===== src/aomc_pkg.sv =====
// constants and types for the analog output multiplexer control block
// Summary of operation
// With an output's unity gain select at 1 the output gain is 1.0 whatever its two-bit gain select holds.
// With unity gain select at 0 the gain select picks 1.33 on 00, 2.0 on 01, 3.0 on 10 and 5.33 on 11.
// Only gains 3.0 and 5.33 strip the nominal input bias before amplification and restore it after.
// The first output, when enabled, routes feedback 1 on 000, feedback 3 on 001, the core supply on 101.
// The second output, when enabled with flag source and owner both 0, routes feedback 2 on 000, feedback 4 on 001, the core supply on 101.
// The third output, when enabled, routes feedback 5 on 000, feedback 6 on 001, the core supply on 101.
// An output whose drive enable is 0 is high impedance whatever its source select holds, except the second output when it is a flag output.
// Software must not select a source that is already routed through another output or internal path.
// The second pin can serve as flag-bus line 14, input or output, through the same output stage.
// Flag source 0 with owner 0 makes the second buffer follow its drive enable; direction is ignored.
// Flag source 1 with owner 1 makes the second pin an input (buffer off) on direction 1, an output on 0.
// Software sets the second pin's digital level by its gain select: 00 for 3.3 V, 01 for 5.0 V.
package aomc_pkg;

   // register byte offsets
   localparam logic [7:0] OFS_OUT_CFG = 8'h00;
   localparam logic [7:0] OFS_FLAG_CFG = 8'h04;
   localparam logic [7:0] OFS_STATUS = 8'h08;

   // analog_output_config field positions
   localparam int POS_SEL1 = 0;
   localparam int POS_EN1 = 3;
   localparam int POS_SEL2 = 4;
   localparam int POS_EN2 = 7;
   localparam int POS_SEL3 = 8;
   localparam int POS_EN3 = 11;
   localparam int POS_GAIN1 = 12;
   localparam int POS_UNITY1 = 14;
   localparam int POS_GAIN2 = 16;
   localparam int POS_UNITY2 = 18;
   localparam int POS_GAIN3 = 20;
   localparam int POS_UNITY3 = 22;

   // flag configuration field positions
   localparam int POS_FLAG_SRC = 0;
   localparam int POS_FLAG_DIR = 1;
   localparam int POS_PIN_OWNER = 2;

   // writable bits and reset values
   localparam logic [31:0] OUT_CFG_MASK = 32'h0077_7FFF;
   localparam logic [31:0] FLAG_CFG_MASK = 32'h0000_0007;
   localparam logic [31:0] OUT_CFG_RESET = 32'h0000_0000;
   localparam logic [31:0] FLAG_CFG_RESET = 32'h0000_0000;

   // source select codes
   localparam logic [2:0] SRC_FB_A = 3'h0;
   localparam logic [2:0] SRC_FB_B = 3'h1;
   localparam logic [2:0] SRC_SUPPLY = 3'h5;

   // one-hot route to the analog mux
   localparam logic [2:0] ROUTE_NONE = 3'h0;
   localparam logic [2:0] ROUTE_FB_A = 3'h1;
   localparam logic [2:0] ROUTE_FB_B = 3'h2;
   localparam logic [2:0] ROUTE_SUPPLY = 3'h4;

   // gain steps of the output amplifier
   typedef enum logic [2:0] {
      GAIN_1P00 = 3'h0,
      GAIN_1P33 = 3'h1,
      GAIN_2P00 = 3'h2,
      GAIN_3P00 = 3'h3,
      GAIN_5P33 = 3'h4
   } aomc_gain_t;

   // decoded source of an output
   typedef struct packed {
      logic [2:0] route;
      logic reserved;
   } aomc_route_t;

endpackage


===== src/aomc_core.sv =====
// analog output multiplexer, gain and second-pin flag control with apb registers
module aomc_core #(
   parameter int ADDR_W = 8
) (
   // clock and reset
   input wire logic mclk,
   input wire logic reset,
   // apb slave
   input wire logic psel,
   input wire logic penable,
   input wire logic pwrite,
   input wire logic [ADDR_W-1:0] paddr,
   input wire logic [31:0] pwdata,
   input wire logic [3:0] pstrb,
   output logic [31:0] prdata,
   output logic pready,
   output logic pslverr,
   // first output control
   output logic [2:0] first_route,
   output logic first_drive,
   output aomc_pkg::aomc_gain_t first_gain,
   output logic first_bias_strip,
   // second output control
   output logic [2:0] second_route,
   output logic second_drive,
   output aomc_pkg::aomc_gain_t second_gain,
   output logic second_bias_strip,
   output logic second_digital_mode,
   // third output control
   output logic [2:0] third_route,
   output logic third_drive,
   output aomc_pkg::aomc_gain_t third_gain,
   output logic third_bias_strip,
   // second pin as flag line 14
   input wire logic pin_second_in,
   output logic pin_second_out,
   output logic pin_second_oe_n,
   input wire logic flag14_drive_in,
   output logic flag14_sense_out
);
   import aomc_pkg::*;

   // refuse address widths that cannot reach the status register
   if (ADDR_W < 4) begin : g_addr_chk
      $error("ADDR_W must be at least 4");
   end

   // source select decode shared by the three outputs
   function automatic aomc_route_t decode_route(input logic [2:0] sel, input logic en);
      aomc_route_t r;
      r.route = ROUTE_NONE;
      r.reserved = 1'b0;
      if (en) begin
         case (sel)
            SRC_FB_A: r.route = ROUTE_FB_A;
            SRC_FB_B: r.route = ROUTE_FB_B;
            SRC_SUPPLY: r.route = ROUTE_SUPPLY;
            default: r.reserved = 1'b1;
         endcase
      end
      return r;
   endfunction

   // gain decode shared by the three outputs
   function automatic aomc_gain_t decode_gain(input logic unity, input logic [1:0] code);
      aomc_gain_t g;
      g = GAIN_1P00;
      if (!unity) begin
         case (code)
            2'h0: g = GAIN_1P33;
            2'h1: g = GAIN_2P00;
            2'h2: g = GAIN_3P00;
            2'h3: g = GAIN_5P33;
            default: g = GAIN_1P33;
         endcase
      end
      return g;
   endfunction

   // bias handling follows the gain step
   function automatic logic strips_bias(input aomc_gain_t g);
      return (g == GAIN_3P00) || (g == GAIN_5P33);
   endfunction

   // byte-lane merge for writes
   function automatic logic [31:0] merge_strb(input logic [31:0] old, input logic [31:0] wd,
                                              input logic [3:0] strb, input logic [31:0] mask);
      logic [31:0] m;
      m = {{8{strb[3]}}, {8{strb[2]}}, {8{strb[1]}}, {8{strb[0]}}} & mask;
      return (old & ~m) | (wd & m);
   endfunction

   // registers
   logic [31:0] out_cfg_reg;
   logic [31:0] out_cfg_next;
   logic [31:0] flag_cfg_reg;
   logic [31:0] flag_cfg_next;
   logic [31:0] prdata_reg;
   logic [31:0] prdata_next;
   logic pready_reg;
   logic pready_next;
   logic pslverr_reg;
   logic pslverr_next;
   logic [2:0] first_route_reg;
   logic [2:0] second_route_reg;
   logic [2:0] third_route_reg;
   logic first_drive_reg;
   logic second_drive_reg;
   logic third_drive_reg;
   aomc_gain_t first_gain_reg;
   aomc_gain_t second_gain_reg;
   aomc_gain_t third_gain_reg;
   logic first_bias_reg;
   logic second_bias_reg;
   logic third_bias_reg;
   logic second_digital_reg;
   logic pin_out_reg;
   logic pin_oe_n_reg;
   logic flag_sense_reg;

   // bus decode
   wire logic [7:0] addr_byte;
   wire logic hit_out_cfg;
   wire logic hit_flag_cfg;
   wire logic hit_status;
   wire logic hit_any;
   wire logic access_phase;
   wire logic access_done;
   wire logic write_done;

   assign addr_byte = 8'(paddr);
   assign hit_out_cfg = (addr_byte == OFS_OUT_CFG);
   assign hit_flag_cfg = (addr_byte == OFS_FLAG_CFG);
   assign hit_status = (addr_byte == OFS_STATUS);
   assign hit_any = hit_out_cfg | hit_flag_cfg | hit_status;
   assign access_phase = psel & penable;
   assign access_done = access_phase & pready_reg; // transfer ends at this edge
   assign write_done = access_done & pwrite & hit_any;

   // configuration fields
   wire logic [2:0] sel1;
   wire logic [2:0] sel2;
   wire logic [2:0] sel3;
   wire logic en1;
   wire logic en2;
   wire logic en3;
   wire logic [1:0] gsel1;
   wire logic [1:0] gsel2;
   wire logic [1:0] gsel3;
   wire logic unity1;
   wire logic unity2;
   wire logic unity3;
   wire logic flag_src;
   wire logic flag_dir;
   wire logic pin_owner;

   assign sel1 = out_cfg_reg[POS_SEL1 +: 3];
   assign sel2 = out_cfg_reg[POS_SEL2 +: 3];
   assign sel3 = out_cfg_reg[POS_SEL3 +: 3];
   assign en1 = out_cfg_reg[POS_EN1];
   assign en2 = out_cfg_reg[POS_EN2];
   assign en3 = out_cfg_reg[POS_EN3];
   assign gsel1 = out_cfg_reg[POS_GAIN1 +: 2];
   assign gsel2 = out_cfg_reg[POS_GAIN2 +: 2];
   assign gsel3 = out_cfg_reg[POS_GAIN3 +: 2];
   assign unity1 = out_cfg_reg[POS_UNITY1];
   assign unity2 = out_cfg_reg[POS_UNITY2];
   assign unity3 = out_cfg_reg[POS_UNITY3];
   assign flag_src = flag_cfg_reg[POS_FLAG_SRC];
   assign flag_dir = flag_cfg_reg[POS_FLAG_DIR];
   assign pin_owner = flag_cfg_reg[POS_PIN_OWNER];

   // second pin mode: analog, digital input, digital output or parked
   wire logic mode_analog;
   wire logic mode_digital;
   wire logic mode_dig_in;
   wire logic mode_dig_out;

   assign mode_analog = ~flag_src & ~pin_owner;
   assign mode_digital = flag_src & pin_owner;
   assign mode_dig_in = mode_digital & flag_dir;
   assign mode_dig_out = mode_digital & ~flag_dir;

   // source routing per output; a disabled output routes nothing
   aomc_route_t route1;
   aomc_route_t route2;
   aomc_route_t route3;

   assign route1 = decode_route(sel1, en1);
   assign route2 = decode_route(sel2, en2 & mode_analog);
   assign route3 = decode_route(sel3, en3);

   // gain per output
   aomc_gain_t gain1;
   aomc_gain_t gain2;
   aomc_gain_t gain3;

   assign gain1 = decode_gain(unity1, gsel1);
   assign gain2 = decode_gain(unity2, gsel2);
   assign gain3 = decode_gain(unity3, gsel3);

   // buffer states
   wire logic drive1;
   wire logic drive2;
   wire logic drive3;

   assign drive1 = en1;
   assign drive2 = (mode_analog & en2) | mode_dig_out;
   assign drive3 = en3;

   // status word
   wire logic [31:0] status_word;

   assign status_word = {23'h0, route3.reserved, route2.reserved, route1.reserved, pin_second_in,
                         mode_dig_out, mode_dig_in, drive3, drive2, drive1};

   // read mux
   wire logic [31:0] read_word;

   assign read_word = hit_out_cfg ? out_cfg_reg :
                      hit_flag_cfg ? flag_cfg_reg :
                      hit_status ? status_word : 32'h0000_0000;

   // one wait state, then answer with data and error flag
   assign pready_next = access_phase & ~pready_reg;
   assign prdata_next = (pready_next & ~pwrite) ? read_word : 32'h0000_0000;
   assign pslverr_next = pready_next & ~hit_any;

   // register writes; status is read only
   assign out_cfg_next = (write_done & hit_out_cfg) ?
                         merge_strb(out_cfg_reg, pwdata, pstrb, OUT_CFG_MASK) : out_cfg_reg;
   assign flag_cfg_next = (write_done & hit_flag_cfg) ?
                          merge_strb(flag_cfg_reg, pwdata, pstrb, FLAG_CFG_MASK) : flag_cfg_reg;

   // bus side flip-flops
   always_ff @(posedge mclk) begin
      if (reset) begin
         out_cfg_reg <= OUT_CFG_RESET;
         flag_cfg_reg <= FLAG_CFG_RESET;
         prdata_reg <= 32'h0000_0000;
         pready_reg <= 1'b0;
         pslverr_reg <= 1'b0;
      end else begin
         out_cfg_reg <= out_cfg_next;
         flag_cfg_reg <= flag_cfg_next;
         prdata_reg <= prdata_next;
         pready_reg <= pready_next;
         pslverr_reg <= pslverr_next;
      end
   end

   // analog mux control flip-flops
   always_ff @(posedge mclk) begin
      if (reset) begin
         first_route_reg <= ROUTE_NONE;
         second_route_reg <= ROUTE_NONE;
         third_route_reg <= ROUTE_NONE;
         first_drive_reg <= 1'b0;
         second_drive_reg <= 1'b0;
         third_drive_reg <= 1'b0;
      end else begin
         first_route_reg <= route1.route;
         second_route_reg <= route2.route;
         third_route_reg <= route3.route;
         first_drive_reg <= drive1;
         second_drive_reg <= drive2;
         third_drive_reg <= drive3;
      end
   end

   // gain and bias flip-flops
   always_ff @(posedge mclk) begin
      if (reset) begin
         first_gain_reg <= GAIN_1P33;
         second_gain_reg <= GAIN_1P33;
         third_gain_reg <= GAIN_1P33;
         first_bias_reg <= 1'b0;
         second_bias_reg <= 1'b0;
         third_bias_reg <= 1'b0;
      end else begin
         first_gain_reg <= gain1;
         second_gain_reg <= gain2;
         third_gain_reg <= gain3;
         first_bias_reg <= strips_bias(gain1);
         second_bias_reg <= strips_bias(gain2);
         third_bias_reg <= strips_bias(gain3);
      end
   end

   // second pin digital path through the analog output stage
   always_ff @(posedge mclk) begin
      if (reset) begin
         second_digital_reg <= 1'b0;
         pin_out_reg <= 1'b0;
         pin_oe_n_reg <= 1'b1;
         flag_sense_reg <= 1'b0;
      end else begin
         second_digital_reg <= mode_dig_out;
         pin_out_reg <= mode_dig_out & flag14_drive_in;
         pin_oe_n_reg <= ~mode_dig_out;
         flag_sense_reg <= mode_dig_in & pin_second_in;
      end
   end

   // outputs
   assign prdata = prdata_reg;
   assign pready = pready_reg;
   assign pslverr = pslverr_reg;
   assign first_route = first_route_reg;
   assign first_drive = first_drive_reg;
   assign first_gain = first_gain_reg;
   assign first_bias_strip = first_bias_reg;
   assign second_route = second_route_reg;
   assign second_drive = second_drive_reg;
   assign second_gain = second_gain_reg;
   assign second_bias_strip = second_bias_reg;
   assign second_digital_mode = second_digital_reg;
   assign third_route = third_route_reg;
   assign third_drive = third_drive_reg;
   assign third_gain = third_gain_reg;
   assign third_bias_strip = third_bias_reg;
   assign pin_second_out = pin_out_reg;
   assign pin_second_oe_n = pin_oe_n_reg;
   assign flag14_sense_out = flag_sense_reg;

endmodule


===== config.mk =====
export PLATFORM = sky130hd
export DESIGN_NAME = aomc_core
export DESIGN_NICKNAME = d
export VERILOG_FILES = /design/src/aomc_pkg.sv /design/src/aomc_core.sv
export SDC_FILE = /design/constraint.sdc
export NUM_CORES = 1
export LEC_CHECK = 0
export BUFFER_PORTS_ARGS = -buffer_cell sky130_fd_sc_hd__buf_2
export CAP_MARGIN = 20
export CELL_PAD_IN_SITES_DETAIL_PLACEMENT = 1
export CELL_PAD_IN_SITES_GLOBAL_PLACEMENT = 2
export CORE_MARGIN = 2
export CORE_UTILIZATION = 31
export DETAILED_ROUTE_END_ITERATION = 8
export PLACE_DENSITY = 0.94
export SYNTH_ARGS = -nofsm -noshare
export SYNTH_HDL_FRONTEND = slang
export SYNTH_SLANG_ARGS = --single-unit

===== constraint.sdc =====
create_clock -name mclk -period 3.1 [get_ports mclk]
set_clock_uncertainty 0.2 [all_clocks]
set_input_delay 0 -clock mclk [delete_from_list [all_inputs] [get_ports mclk]]
set_output_delay 0 -clock mclk [all_outputs]
set_load 0.005 [all_outputs]

Word level (Yosys, flattened, before mapping)
Cells that the tools add are included.
{ "totals": {"reg_bits": 126, "inputBits": 51, "wordCells": 117} }
{ "classes": {"n_eq_ne": 23, "n_mux": 18, "n_bitwise": 38, "reduce_logical": 17} }
{ "ops": {"columns": ["cell", "count"], "rows": [
  ["$and 32x32->32", 2],
  ["$mux 32", 2],
  ["$or 32x32->32", 2],
  ["$pmux 3 s4", 3],
  ["$and 32x23->32", 1],
  ["$and 32x3->32", 1],
  ["$not 23->32", 1],
  ["$not 3->32", 1],
  ["$pmux 3 s3", 3],
  ["$eq 3x3->1 const B", 6],
  ["$and 1x1->1", 16],
  ["$eq 2x2->1 const B", 6],
  ["$not 1->1", 11],
  ["$eq 3x1->1 const B", 3],
  ["$eq 3x2->1 const B", 3],
  ["$logic_not 3->1", 3],
  ["$mux 3", 3],
  ["$mux 9", 1],
  ["$reduce_or 3->1", 3],
  ["$eq 8x3->1 const B", 1],
  ["$eq 8x4->1 const B", 1],
  ["$logic_not 8->1", 1],
  ["$reduce_or 2->1", 4],
  ["$eq 2x1->1 const B", 3],
  ["other kinds (4)", 15]
]} }

Longest topological paths before layout
{ "logic_depth": {"ltp_word": 7, "depth_mapped": 5} }

Worst setup path after synthesis
OpenSTA, ideal clock, no wires.
{ "synth_path": {"path_kind": "reg-to-reg", "from": "register pready_reg (netlist: pready)", "to": "register (tool-made name)", "setup_ps": 121, "arrival_time_ps": 1610, "path_slack_ps": 1169, "path_stages_with_launch": 4, "path_buffers": 0, "cell_sequence": "dfxtp_1 > nand4bb_1 > nor4_4 > mux2_4"} }
{ "synth_rtl": {"columns": ["item", "line", "rtl"], "rows": [
  ["start, declared", "aomc_core.sv:100", "logic pready_reg;"],
  ["start signal, assigned", "aomc_core.sv:247", "pready_reg <= pready_next;"]
]} }

==> impl_results.md <==
* Setup TNS at 0 ns
* Post-synth EDFFs at 0
* Final worst path period share at about 84%
* Reg2Reg Depth at 4
* Minimum clock period at 2.592 ns
* Final non-filler cell total at 569
* Initial Util at roughly a third
* CP top delay family: buffers and inverters
* Top cell by count, worst path: dlygate4sd3_1
* Pwr dens at 445.8 mW/mm2
* Pin count of the biggest net entering global routing at 60
* GPL Wtd Cong at 0.8276
* TritonCTS clock tree: done
* Vias/cell at 4.339
* Synth Flop Type: dfxtp_1
* Util after Layout at 44.72%
* Total gr overflow at 0
* Synth Instances at 291
* Clock sink count at 75
* Die Span Y at 103.0 um
* Final hold violation count at 0
* Max Slew Vio Count at 0
* P&R area growth vs syn at 41.83%
* Highest-delay cell along the critical path: nor4_4
* Commonest non-fill, non-tap cell in the layout: buf_2
* Syn avg cell area at 10.44 um2
* Area of the multi-input gates at ~0.0014 mm2
* Rel. slew slack at between 40% and 50%
* Worst Setup End Kind: register
* Overall Global Routing Usage at between 15 and 20%
* First-pass GRT wire length at 12360 um
* Worst min path class: in2reg
* Reg clk slew, reported paths at 0.07 ns
* Vias after detailed routing at 2469
* Final instance area at around 0.0043 mm2
* # nets final at 489
* Critical path type: in2reg
* Crit path buffers/inverters at 3
* Max-Cap Viols at 0
* Final setup vio count at 0
* CP max stage delay at roughly 0.71 ns
* Worst slack at placement at 0.9727 ns
* Design Power at 1.921 mW
* Lkg Pwr at 1.915 nW
* DIE AREA at approximately 0.011 mm2
* Placed cell area at 0.003557 mm2
* Arrival @ worst endpoint at around 2.7 ns
* DRC at 0
* Hold Startpoint: paddr[3]
* Hpwl dp at 5255 um
* Iter 0 DRT Violations at 56
* Levels on crit path at 6
* Post-DRT Antenna Nets at 0
* Worst-Margin Slew at approximately 0.83 ns
* Worst setup margin at 0.5083 ns
* CP Launch Type: primary input
* Outcome: complete, no violations
* CP max FO at 8
* Layout cells sized above 1 at 26.04%
* Synth Register Bits at 75
* Hold WS at 0.03576 ns
* Filler Cell Count at ~1100
* FF-to-FF Start: pready
* Critical path startpoint: paddr[1]
* Worst-Skew Late Latency at 0.34 ns
* Die X-Extent at 103.0 um
* Routed len/inst at around 14 um
* Reg2Reg Setup Slack at 0.53 ns
* Max VDD drop at approximately 190 uV
* Cts repair resizes at 0
* Cts bufs inserted at 9
* Core Area at 0.009639 mm2
* YS warnings at 0
* RSZ-0062 raised after global routing: no
* # rows at 36
* Critical-path cell list: dlygate4sd3_1 > buf_2 > nand4bb_1 > nor4_4 > dlygate4sd3_1 > mux2i_1
* Number of H-tree levels at 3
* Async set-reset flop share out of synthesis at 0%
* Register area at ~0.0015 mm2
* Netlist Area Pre-Place at roughly 0.003 mm2
* Cells after DPL at ~500
* # port buffers at 89
* Initial DRT Pass Iterations at 4
* Ports at 113
* Final WL at 7897 um
* Clock Tree Buf Depth at 2
* Initial antenna violation count at 1
* Vias in the first global route at 2528
* Clock root buffer: clkbuf_8
* Post-synth cell types at 38
* Critical Path RT at 3.17 ns
* Most frequent cells in the layout: buf_2 (89), dfxtp_1 (75), dlygate4sd3_1 (52), nand2b_1 (46), mux2i_1 (28)
* Sequential share of the synthesized area at 49.40%
* Fmax achieved at 385.8 MHz
==> kinds of logic after synthesis <==
group	synth area share [%]
buf+inv	6.299
simple gates	26.80
flops	49.40
mux	9.716
fa+ha+maj	3.705
compound gates	3.952
other cells	0.1234
==> how the worst min path moves through the flow <==
stage	end	slack [ns]	cells past startpoint
2_1_floorplan	pready	-0.10	1
3_3_place_gp	pin_second_out	0.002	2
3_5_place_dp	pin_second_out	0.02	2
4_1_cts	prdata[8]	0.01	3
5_1_grt	prdata[7]	0.07	3
6_report	prdata[6]	0.04	3
==> synth_stat cells (2+ instances only) <==
library cell   n  area (um2)
nand2_1        5       18.77
nor4_4         3       63.81
nor2b_1        8       50.05
buf_4         11       82.58
clkbuf_1      14       52.55
a2bb2oi_1      2       17.52
inv_1         12       45.04
a211oi_1       3       22.52
nor3_1         8       40.04
nor2_1        15       56.30
nor4_1         7       43.79
dfxtp_1       75        1501
nand4bb_1      3       33.78
nor4b_1        6       52.55
ha_1           9       112.6
and2_1         7       43.79
and3_1         2       12.51
mux2i_1       28       280.3
nand2b_1      46       287.8
o211ai_1       3       22.52
nor3b_1        5       37.54
o21bai_1       3       22.52
==> worst reg2reg max path: cells and delay by family (launching register included) <==
family / cells / cell delay, ns
simple gates: 2 / 1.10
buf+inv: 1 / 0.67
flops: 1 / 0.36
mux: 1 / 0.18
==> per-layer routing <==
| layer | track usage [%] | up-vias | wire (um) |
|---|---|---|---|
| li1 | - | 1239 | - |
| met1 | 19.24 | 1145 | 3598 |
| met2 | 25.17 | 72 | 3720 |
| met3 | 3.729 | 13 | 397 |
| met4 | 6.781 | 0 | 180 |
| met5 | 0 | - | 0 |
==> power by group <==
| part | switching [mW] | internal, mW |
|---|---|---|
| sequential | 0.000540 | 0.964 |
| clock | 0.347 | 0.496 |
| combinational | 0.0516 | 0.0626 |
==> cell type report <==
cell class / instances / share of cell area, %
Clock buffer: 12 / 3.599
Tap cell: 133 / 3.861
Antenna cell: 2 / 0.1161
Sequential cell: 75 / 34.83
Timing Repair Buffer: 143 / 22.76
Multi-Input combinational cell: 188 / 32.10
Clock inverter: 4 / 1.684
Inverter: 12 / 1.045
==> repair_timing <==
item,CTS,global route
endpoints found under the hold margin,33,0
setup buffers,0,0
endpoints found under the setup margin,0,0
hold buffers,52,0
No activity file was read; power rests on OpenSTA's default activity.
